File: config.mk
export PLATFORM = sky130hd
export DESIGN_NAME = ldr_cell
export DESIGN_NICKNAME = d
export VERILOG_FILES = /design/src/ldr_lut16.sv /design/src/ldr_cell.sv
export SDC_FILE = /design/constraint.sdc
export NUM_CORES = 1
export LEC_CHECK = 0
export BUFFER_PORTS_ARGS = -buffer_cell sky130_fd_sc_hd__buf_2
export CORE_MARGIN = 4
export CORE_UTILIZATION = 45
export CTS_BUF_LIST = sky130_fd_sc_hd__clkbuf_8
export DETAILED_ROUTE_END_ITERATION = 7
export HOLD_SLACK_MARGIN = 0.05
export PLACE_DENSITY = 0.66
export SYNTH_ARGS = -nofsm -noshare
export SYNTH_HDL_FRONTEND = slang
export SYNTH_SLANG_ARGS = --single-unit
File: constraint.sdc
create_clock -name i_clk -period 7 [get_ports i_clk]
set_input_delay 0.7 -clock i_clk [delete_from_list [all_inputs] [get_ports i_clk]]
set_output_delay 0.7 -clock i_clk [all_outputs]
set_load 0.02 [all_outputs]
File: src/ldr_lut16.sv
// Configuration constants shared by the cell and its function generators,
// followed by one sixteen-entry function generator table.
// Assumes a single clock and a writer that keeps address and data steady
// around the edge on which the table is written.

// ============================================================
// Shared constants
// ============================================================
package ldr_pkg;

   // Register byte addresses on the bus.
   localparam logic [3:0]  LDR_CFG_OFS      = 4'h0;
   localparam logic [3:0]  LDR_STAT_OFS     = 4'h4;

   // Configuration field positions.
   localparam int          LDR_F_RAM_BIT    = 0;
   localparam int          LDR_G_RAM_BIT    = 1;
   localparam int          LDR_ARR_LSB      = 2;
   localparam int          LDR_LEVEL_BIT    = 4;
   localparam int          LDR_WFALL_BIT    = 5;
   localparam int          LDR_XH_BIT       = 6;
   localparam int          LDR_YH_BIT       = 7;
   localparam int          LDR_XQ_LSB       = 8;
   localparam int          LDR_YQ_LSB       = 10;
   localparam int          LDR_HTAB_LSB     = 16;

   // Writable bits of the configuration word and its value after reset.
   localparam logic [31:0] LDR_CFG_MASK     = 32'h00FF0FFF;
   localparam logic [31:0] LDR_CFG_RST      = 32'h00000000;

   // Table sizes.
   localparam int          LDR_DEPTH        = 16;
   localparam int          LDR_AW           = 4;
   localparam logic [15:0] LDR_INIT_ZERO    = 16'h0000;

   // Memory arrangement of the two generators.
   typedef enum logic [1:0] {
      LDR_ARR_SPLIT,
      LDR_ARR_WIDE32,
      LDR_ARR_DUAL,
      LDR_ARR_SPARE
   } ldr_arr_t;

   // Flip-flop data sources.
   typedef enum logic [1:0] {
      LDR_Q_FGEN,
      LDR_Q_GGEN,
      LDR_Q_HGEN,
      LDR_Q_DIRECT
   } ldr_qsrc_t;

endpackage

// ============================================================
// One function generator table
// ============================================================
module ldr_lut16
   import ldr_pkg::*;
#(
   parameter logic [LDR_DEPTH-1:0] INIT = LDR_INIT_ZERO
) (
   // Clock.
   input  wire logic              i_clk,
   // Write port.
   input  wire logic              i_we,
   input  wire logic [LDR_AW-1:0] i_waddr,
   input  wire logic              i_wdata,
   // Read port.
   input  wire logic [LDR_AW-1:0] i_raddr,
   output logic                   o_rdata
);

   // Contents load from the parameter and ignore the cell reset.
   logic [LDR_DEPTH-1:0] table_r = INIT;

   // The write pulse is the clock edge gated by the sampled enable.
   always_ff @(posedge i_clk) begin
      if (i_we) begin
         table_r[i_waddr] <= i_wdata;
      end
   end

   // Reading is pure selection, so a write shows at once.
   assign o_rdata = table_r[i_raddr];

endmodule

File: src/ldr_cell.sv
// Logic cell whose two four-input function generators double as small
// read/write memories, plus a three-input generator and two flip-flops.
// Assumes user logic on i_clk drives the generator inputs and control
// lines, and software sets the cell up over an Avalon-MM slave port.
//
// The Avalon-MM interface to the registers and the address map were chosen for this implementation.

// ============================================================
// Cell top
// ============================================================
module ldr_cell
   import ldr_pkg::*;
#(
   parameter logic [LDR_DEPTH-1:0] INIT_FIRST  = LDR_INIT_ZERO,
   parameter logic [LDR_DEPTH-1:0] INIT_SECOND = LDR_INIT_ZERO
) (
   // Clock and reset.
   input  wire logic              i_clk,
   input  wire logic              i_rst_n,
   // Avalon-MM register slave.
   input  wire logic [3:0]        i_avs_address,
   input  wire logic              i_avs_read,
   input  wire logic              i_avs_write,
   input  wire logic [31:0]       i_avs_writedata,
   input  wire logic [3:0]        i_avs_byteenable,
   output logic [31:0]            o_avs_readdata,
   output logic                   o_avs_waitrequest,
   // Generator inputs; the second set is the secondary read address except in the wide arrangement, which reads both tables at the first set.
   input  wire logic [LDR_AW-1:0] i_first_generator_inputs,
   input  wire logic [LDR_AW-1:0] i_second_generator_inputs,
   // Control lines: write data first, write data second, write enable.
   input  wire logic              i_direct_input_line,
   input  wire logic              i_third_generator_input_one,
   input  wire logic              i_set_reset_input_line,
   // Cell outputs.
   output logic                   o_x,
   output logic                   o_y,
   output logic                   o_xq,
   output logic                   o_yq,
   output logic                   o_primary_read_out,
   output logic                   o_secondary_read_out
);

   // ============================================================
   // Register slave
   // ============================================================
   logic [31:0] cfg_r;
   logic [31:0] readdata_r;
   logic        ack_r;
   logic        req;
   logic        hit_cfg;
   logic        hit_stat;
   logic [31:0] be_mask;
   logic [31:0] status;

   assign req      = i_avs_read | i_avs_write;
   assign hit_cfg  = (i_avs_address == LDR_CFG_OFS);
   assign hit_stat = (i_avs_address == LDR_STAT_OFS);
   assign be_mask  = {{8{i_avs_byteenable[3]}}, {8{i_avs_byteenable[2]}},
                      {8{i_avs_byteenable[1]}}, {8{i_avs_byteenable[0]}}};

   // Every access takes exactly one wait cycle, which gives read data a
   // register stage without any look-ahead decode.
   assign o_avs_waitrequest = req & ~ack_r;
   assign o_avs_readdata    = readdata_r;

   // The acknowledge toggles high for the cycle that ends each access.
   always_ff @(posedge i_clk or negedge i_rst_n) begin
      if (!i_rst_n) begin
         ack_r <= 1'b0;
      end else begin
         ack_r <= req & ~ack_r;
      end
   end

   // Read data are captured in the wait cycle; unmapped reads give zero.
   always_ff @(posedge i_clk or negedge i_rst_n) begin
      if (!i_rst_n) begin
         readdata_r <= 32'h00000000;
      end else if (i_avs_read && !ack_r) begin
         if (hit_cfg) begin
            readdata_r <= cfg_r;
         end else if (hit_stat) begin
            readdata_r <= status;
         end else begin
            readdata_r <= 32'h00000000;
         end
      end
   end

   // Writes land on the edge that ends the access; unmapped ones vanish.
   always_ff @(posedge i_clk or negedge i_rst_n) begin
      if (!i_rst_n) begin
         cfg_r <= LDR_CFG_RST;
      end else if (i_avs_write && ack_r && hit_cfg) begin
         cfg_r <= (cfg_r & ~(be_mask & LDR_CFG_MASK)) |
                  (i_avs_writedata & be_mask & LDR_CFG_MASK);
      end
   end

   // ============================================================
   // Configuration decode
   // ============================================================
   ldr_arr_t   arr;
   ldr_qsrc_t  xq_src;
   ldr_qsrc_t  yq_src;
   logic       f_ram;
   logic       g_ram;
   logic       level_mode;
   logic       wfall;
   logic [7:0] h_table;

   assign arr     = ldr_arr_t'(cfg_r[LDR_ARR_LSB +: 2]);
   assign xq_src  = ldr_qsrc_t'(cfg_r[LDR_XQ_LSB +: 2]);
   assign yq_src  = ldr_qsrc_t'(cfg_r[LDR_YQ_LSB +: 2]);
   assign h_table = cfg_r[LDR_HTAB_LSB +: 8];

   // Wide and dual arrangements need both tables, so they force memory on;
   // otherwise each generator chooses on its own.
   assign f_ram = cfg_r[LDR_F_RAM_BIT] | (arr == LDR_ARR_WIDE32) |
                  (arr == LDR_ARR_DUAL);
   assign g_ram = cfg_r[LDR_G_RAM_BIT] | (arr == LDR_ARR_WIDE32) |
                  (arr == LDR_ARR_DUAL);

   // A single timing bit and a single polarity bit serve the whole cell,
   // so the two tables can never disagree. Dual port is edge-only.
   assign level_mode = cfg_r[LDR_LEVEL_BIT] & (arr != LDR_ARR_DUAL);
   assign wfall      = cfg_r[LDR_WFALL_BIT] & ~level_mode;

   // ============================================================
   // Write sampling
   // ============================================================
   // The control lines are repurposed as data and enable.
   logic              wd_first;
   logic              wd_second;
   logic              wen;
   logic [LDR_AW-1:0] fall_addr_f_r;
   logic [LDR_AW-1:0] fall_addr_g_r;
   logic              fall_d0_r;
   logic              fall_d1_r;
   logic              fall_we_r;

   assign wd_first  = i_direct_input_line;
   assign wd_second = i_third_generator_input_one;
   assign wen       = i_set_reset_input_line;

   // For a falling write edge the inputs are sampled on that edge and the
   // table is written from the sample, so changes in the following half
   // period cannot reach the array.
   always_ff @(negedge i_clk or negedge i_rst_n) begin
      if (!i_rst_n) begin
         fall_addr_f_r <= 4'h0;
         fall_addr_g_r <= 4'h0;
         fall_d0_r     <= 1'b0;
         fall_d1_r     <= 1'b0;
         fall_we_r     <= 1'b0;
      end else begin
         fall_addr_f_r <= i_first_generator_inputs;
         fall_addr_g_r <= i_second_generator_inputs;
         fall_d0_r     <= wd_first;
         fall_d1_r     <= wd_second;
         fall_we_r     <= wen;
      end
   end

   // Sampled view chosen by the write polarity. A level-mode strobe is
   // seen on each rising edge while high; it is kept only for old designs.
   logic [LDR_AW-1:0] s_addr_f;
   logic [LDR_AW-1:0] s_addr_g;
   logic              s_d0;
   logic              s_d1;
   logic              s_we;

   assign s_addr_f = wfall ? fall_addr_f_r : i_first_generator_inputs;
   assign s_addr_g = wfall ? fall_addr_g_r : i_second_generator_inputs;
   assign s_d0     = wfall ? fall_d0_r : wd_first;
   assign s_d1     = wfall ? fall_d1_r : wd_second;
   assign s_we     = wfall ? fall_we_r : wen;

   // ============================================================
   // Per-generator write steering
   // ============================================================
   logic [1:0]        gen_we;
   logic [1:0]        gen_wdata;
   logic [LDR_AW-1:0] gen_waddr [2];
   logic [LDR_AW-1:0] gen_raddr [2];
   logic [1:0]        gen_out;

   always_comb begin
      gen_we[0]    = s_we & f_ram;
      gen_we[1]    = s_we & g_ram;
      gen_wdata[0] = s_d0;
      gen_wdata[1] = s_d1;
      gen_waddr[0] = s_addr_f;
      gen_waddr[1] = s_addr_g;
      gen_raddr[0] = i_first_generator_inputs;
      gen_raddr[1] = i_second_generator_inputs;
      case (arr)
         LDR_ARR_WIDE32: begin
            // Both tables share the first address; the second data line
            // picks the half and the first carries the data.
            gen_we[0]    = s_we & ~s_d1;
            gen_we[1]    = s_we & s_d1;
            gen_wdata[1] = s_d0;
            gen_waddr[1] = s_addr_f;
            gen_raddr[1] = i_first_generator_inputs;
         end
         LDR_ARR_DUAL: begin
            // One write address and datum feed both tables, so the second
            // table mirrors the first and reads at its own address.
            gen_wdata[1] = s_d0;
            gen_waddr[1] = s_addr_f;
         end
         default: begin
            // Two independent 16x1 tables, the 16x2 case.
            gen_we[0] = s_we & f_ram;
         end
      endcase
   end

   // The two tables are identical, so one loop builds both.
   genvar gi;
   generate
      for (gi = 0; gi < 2; gi++) begin : g_gen
         ldr_lut16 #(
            .INIT    (gi == 0 ? INIT_FIRST : INIT_SECOND)
         ) u_lut (
            .i_clk   (i_clk),
            .i_we    (gen_we[gi]),
            .i_waddr (gen_waddr[gi]),
            .i_wdata (gen_wdata[gi]),
            .i_raddr (gen_raddr[gi]),
            .o_rdata (gen_out[gi])
         );
      end
   endgenerate

   // ============================================================
   // Read outputs and third generator
   // ============================================================
   logic       f_out;
   logic       g_out;
   logic       h_out;
   logic [2:0] h_idx;

   assign f_out = gen_out[0];
   assign g_out = gen_out[1];

   // Reads select by each generator's own inputs; only the wide one reads both
   // tables at the first address and adds a final pick by the fifth address bit.
   assign o_primary_read_out = (arr == LDR_ARR_WIDE32) ?
                               (wd_second ? g_out : f_out) : f_out;
   assign o_secondary_read_out = g_out;

   // The third generator keeps combining both outputs with the second
   // data line even when the tables hold memory.
   assign h_idx = {wd_second, g_out, f_out};
   assign h_out = h_table[h_idx];

   // Unregistered exits.
   assign o_x = cfg_r[LDR_XH_BIT] ? h_out : f_out;
   assign o_y = cfg_r[LDR_YH_BIT] ? h_out : g_out;

   // ============================================================
   // Cell flip-flops
   // ============================================================
   // Source select for one flip-flop.
   function automatic logic ldr_qsel(input ldr_qsrc_t src, input logic f,
                                     input logic g, input logic h,
                                     input logic d);
      logic r;
      case (src)
         LDR_Q_FGEN: r = f;
         LDR_Q_GGEN: r = g;
         LDR_Q_HGEN: r = h;
         default:    r = d;
      endcase
      return r;
   endfunction

   // The flops clear on reset, while the tables keep their contents.
   always_ff @(posedge i_clk or negedge i_rst_n) begin
      if (!i_rst_n) begin
         o_xq <= 1'b0;
         o_yq <= 1'b0;
      end else begin
         o_xq <= ldr_qsel(xq_src, f_out, g_out, h_out, wd_first);
         o_yq <= ldr_qsel(yq_src, f_out, g_out, h_out, wd_first);
      end
   end

   // Status view of the generator outputs and flops.
   assign status = {27'h0000000, o_yq, o_xq, h_out, g_out, f_out};

endmodule

### Word level (Yosys, flattened, before mapping)

Cells that the tools add are included.

* output and inout port bits: 39
* bits in registers: 110
* word-level logic and storage cells: 86

* magnitude comparators: 7
* reduce and logical (&&, ||, !) cells: 10
* eq/ne operators: 8
* muxes and demuxes: 30
* bitwise logic cells: 19

Operator list (count)
* $and 32x32->32: 1
* $bwmux 16: 2
* $mux 32: 1
* $not 24->32: 1
* $or 32x24->32: 1
* $and 24x24->24: 1
* $lt 4x5->1 const B: 4
* $mux 4: 4
* $mux 1: 15
* $bmux 1 s4: 2
* $demux 1 s4: 2
* $ge 4x1->1 const B: 2
* $and 1x1->1: 7
* $eq 2x1->1 const B: 3
* $eq 2x2->1 const B: 3
* $pmux 1 s3: 2
* $logic_and 1x1->1: 5
* $mux 5: 1
* $or 1x1->1: 5
* $eq 4x3->1 const B: 1
* $logic_not 2->1: 2
* $logic_not 4->1: 1
* $lt 3x4->1 const B: 1
* $bmux 1 s3: 1
* 4 further kinds: 6

### Longest topological paths before layout

* word-level depth: 11
* depth in mapped cells: 11
* mapped depth without buffers: 8

### Cells and area by module

A second synthesis with hierarchy kept.

* cells, all modules: 292
* area, all modules: 3912.5 sq um

By module, submodules not included
* ldr_cell: area each 2461.1 sq um, seq. area each 1351.3 sq um, instances 1, cells an instance 200
* ldr_lut16: area each 725.7 sq um, seq. area each 480.5 sq um, instances 2, cells an instance 46

==> flow_metrics.py <==
metrics = {
    "final_layout": {
        "final.fill_count": 818,
        "post-route-util_pct": 52.24,
        "final_net_count": 496,
        "num_antenna_cells": 0,
        "syn_to_final_growth_pct": 13.34,
        "drive_above_1_share_pct": 27.48,
    },
    "critical_path": {
        "path_max_fanout": 5,
        "end_kind": "register",
        "cp.arrival_ps": 5670,
        "crit_type": "reg2reg",
        "reg2reg_to": "g_gen[1].u_lut.table_r[3]",
        "r2r-start": "fall_addr_f_r[2]",
        "cp_data_required_time_ps": 7080,
        "r2r_slack_ps": 1400,
        "start_kind": "register",
        "r2r_cells": 4,
        "cp_slowest_cell": "a2111oi_0",
        "crit_chain": "mux4_2, a2111oi_0, nand2b_1, nor2_1",
        "critPathMaxStageDelay_ps": 560,
    },
    "die": {
        "rows": 35,
        "die_y_um": 105.3,
        "design.core.area_sq_mm": 0.009240,
        "ios": 94,
        "die-area_sq_mm": 0.01108,
        "die_w_um": 105.3,
        "start_util_pct": 46.09,
    },
    "clock_network": {
        "clock_sinks": 86,
        "htree_levels": 3,
        "postCtsResizedCells": 0,
        "clk_pin_slew_ps": 90,
        "cts-root-buf": "clkbuf_8",
        "cts_made_buffers": 9,
        "holdBufCountCts": 0,
        "cts_tree": "done",
        "cts_buffer_depth": 2,
        "cts_setup_buffers": 0,
        "clk_latency_ps": 360,
    },
    "power": {
        "share_comb_of_total_power_pct": 19.5,
        "p_int_w": 0.0007782,
        "seq_power_share_pct": 52.1,
        "clockPowerShare_pct": 28.4,
        "p_switching_w": 0.0003475,
        "powerDensity_mw_per_mm2": 233.2,
        "p_leak_nw": 2.140,
        "ir_drop_uv": 94.43,
        "p_sw_share_pct": 30.87,
    },
    "timing": {
        "setup-tns-final_ps": 0,
        "slew_viol_final": 0,
        "worst_slack_ps": 1405,
        "rsz0062_at_grt": "no",
        "final-hold-violation-count": 0,
        "relSlewSlack_pct": 34.51,
        "tightest_slew_ps": 982.3,
        "setup_viol": 0,
        "skew_ps": 22.64,
    },
    "global_route": {
        "grt_pass1_wl_mm": 14.52,
        "grt_max_degree": 44,
        "antenna_found_initial": 0,
        "grt_use_total_pct": 16.71,
        "first_global_vias": 2861,
        "grt_remaining_overflow": 0,
    },
    "yosys": {
        "synthCells": 373,
        "yosys-top-cells-area": "dfrtp_1 (25%), edfxtp_1 (23%), mux2i_1 (7.1%), dfrtn_1 (6.5%), mux2_2 (6.3%)",
        "synth.most_common_cell": "nand2_1",
        "synth-simple-area-share_pct": 16.48,
        "synth_commonest_cells": "nand2_1 (48), dfrtp_1 (43), nor2_1 (36), edfxtp_1 (32), mux2i_1 (30)",
        "netlist_area_sq_mm": 0.004259,
        "synth_warnings": 0,
        "synth-edff-count": 32,
        "synth.avg_cell_area_sq_um": 11.42,
        "yosys.area_share.adder_pct": 0.5875,
        "synthArstFlopShare_pct": 62.79,
        "ys_seq_area_share_pct": 54.29,
        "synth_top_area_share_pct": 25.26,
        "synth-xor-area-share_pct": 0,
        "dominantRegCellSynth": "dfrtp_1",
        "synth_top_family_by_area": "multiplexers",
        "synth_mux_area_share_pct": 17.51,
        "ys_ff_latch": 86,
        "yosysTopAreaCell": "dfrtp_1",
        "synth_compound_area_share_pct": 6.522,
        "ys_types": 43,
    },
    "placed_design": {
        "hpwlAfterDp_mm": 6.455,
        "place_ws_ps": 1416,
        "numPortBuffers": 68,
        "place_congestion": 0.7641,
    },
    "hold_path": {
        "min_to": "o_avs_readdata[18]",
        "hold_start": "o_avs_readdata[18]",
        "hold_path_class": "reg2reg",
        "hold_depth": 2,
    },
    "run_status": {
        "status": "completed",
    },
    "job": {
        "drv_cap": 0,
    },
    "routing": {
        "dr.first_iter.drc_count": 164,
        "vias": 2885,
        "totalWireLength_mm": 8.799,
        "ant_nets": 0,
        "drt_first_pass_iters": 4,
        "drc": 0,
        "wire_per_inst_um": 15.36,
        "via_per_inst": 5.035,
    },
}
## metrics by stage
step,total power [W],area (sq um),hold slack [ps],instances
floorplan,0.0007566,4300,404.4,384
global placement,0.0008095,4657,432.3,557
detailed placement,0.0008164,4657,464.8,557
CTS,0.001133,4827,486.4,573
global route,0.001182,4827,512.4,573
finish,0.001126,4827,479.4,573
## kinds of logic after synthesis
group | after synthesis
mux | 62
fa+ha+maj | 2
compound gates | 47
simple gates | 143
flops | 86
buf+inv | 32
other cells | 1
## metal layers
| metal | global-route usage [%] | routed length (um) | up-vias |
|---|---|---|---|
| met3 | 4.470 | 527 | 12 |
| met4 | 4.780 | 127 | 0 |
| li1 | - | - | 1433 |
| met1 | 23.69 | 4157 | 1350 |
| met5 | 0 | 0 | - |
| met2 | 25.32 | 3987 | 90 |
## area by class of cell
class                      count  area (sq um)  share of cell area, %
inverter                       5         18.77                 0.3888
clock inverter                 7         46.29                 0.9590
multi-input combinational    266          1802                  37.33
timing repair buffer          71         362.8                  7.517
clock buffer                   9         123.9                  2.566
sequential                    86          2312                  47.90
tap                          129         161.4                  3.344
## critical path: cells and delay by family, from the launching register on
family	cells	cell delay [ps]
and+or+nand+nor	2	380
DFF	1	380
AOI/OAI and AO/OA	1	560
muxes	1	510
## power by group through the flow
stage / Clock, W / Combinational (W) / Sequential [W]
2_1_floorplan: 0 / 0.000160 / 0.000596
3_3_place_gp: 0 / 0.000214 / 0.000595
3_5_place_dp: 0 / 0.000219 / 0.000597
4_1_cts: 0.000327 / 0.000220 / 0.000586
5_1_grt: 0.000349 / 0.000242 / 0.000591
6_report: 0.000320 / 0.000219 / 0.000587
## placed cells by master, fill, tap and decap left out, types with 10 or more instances in the layout
cell type,count
buf_2,68
conb_1,12
dfrtn_1,11
dfrtp_1,43
edfxtp_1,32
mux2_2,24
mux2i_1,30
nand2_1,48
nor2_1,36
nor3_1,10
o21ai_0,29
## worst max-delay path by stage
stage | depth (start not counted) | start | to
finish | 4 | fall_addr_f_r[2] | g_gen[1].u_lut.table_r[3]
global route | 4 | fall_addr_f_r[2] | g_gen[1].u_lut.table_r[11]
CTS | 4 | fall_addr_f_r[2] | g_gen[1].u_lut.table_r[11]
detailed placement | 4 | fall_addr_f_r[2] | g_gen[1].u_lut.table_r[11]
global placement | 4 | fall_addr_f_r[2] | g_gen[1].u_lut.table_r[3]
floorplan | 4 | fall_addr_f_r[2] | g_gen[1].u_lut.table_r[11]
Power figures use the tool's default switching activity.
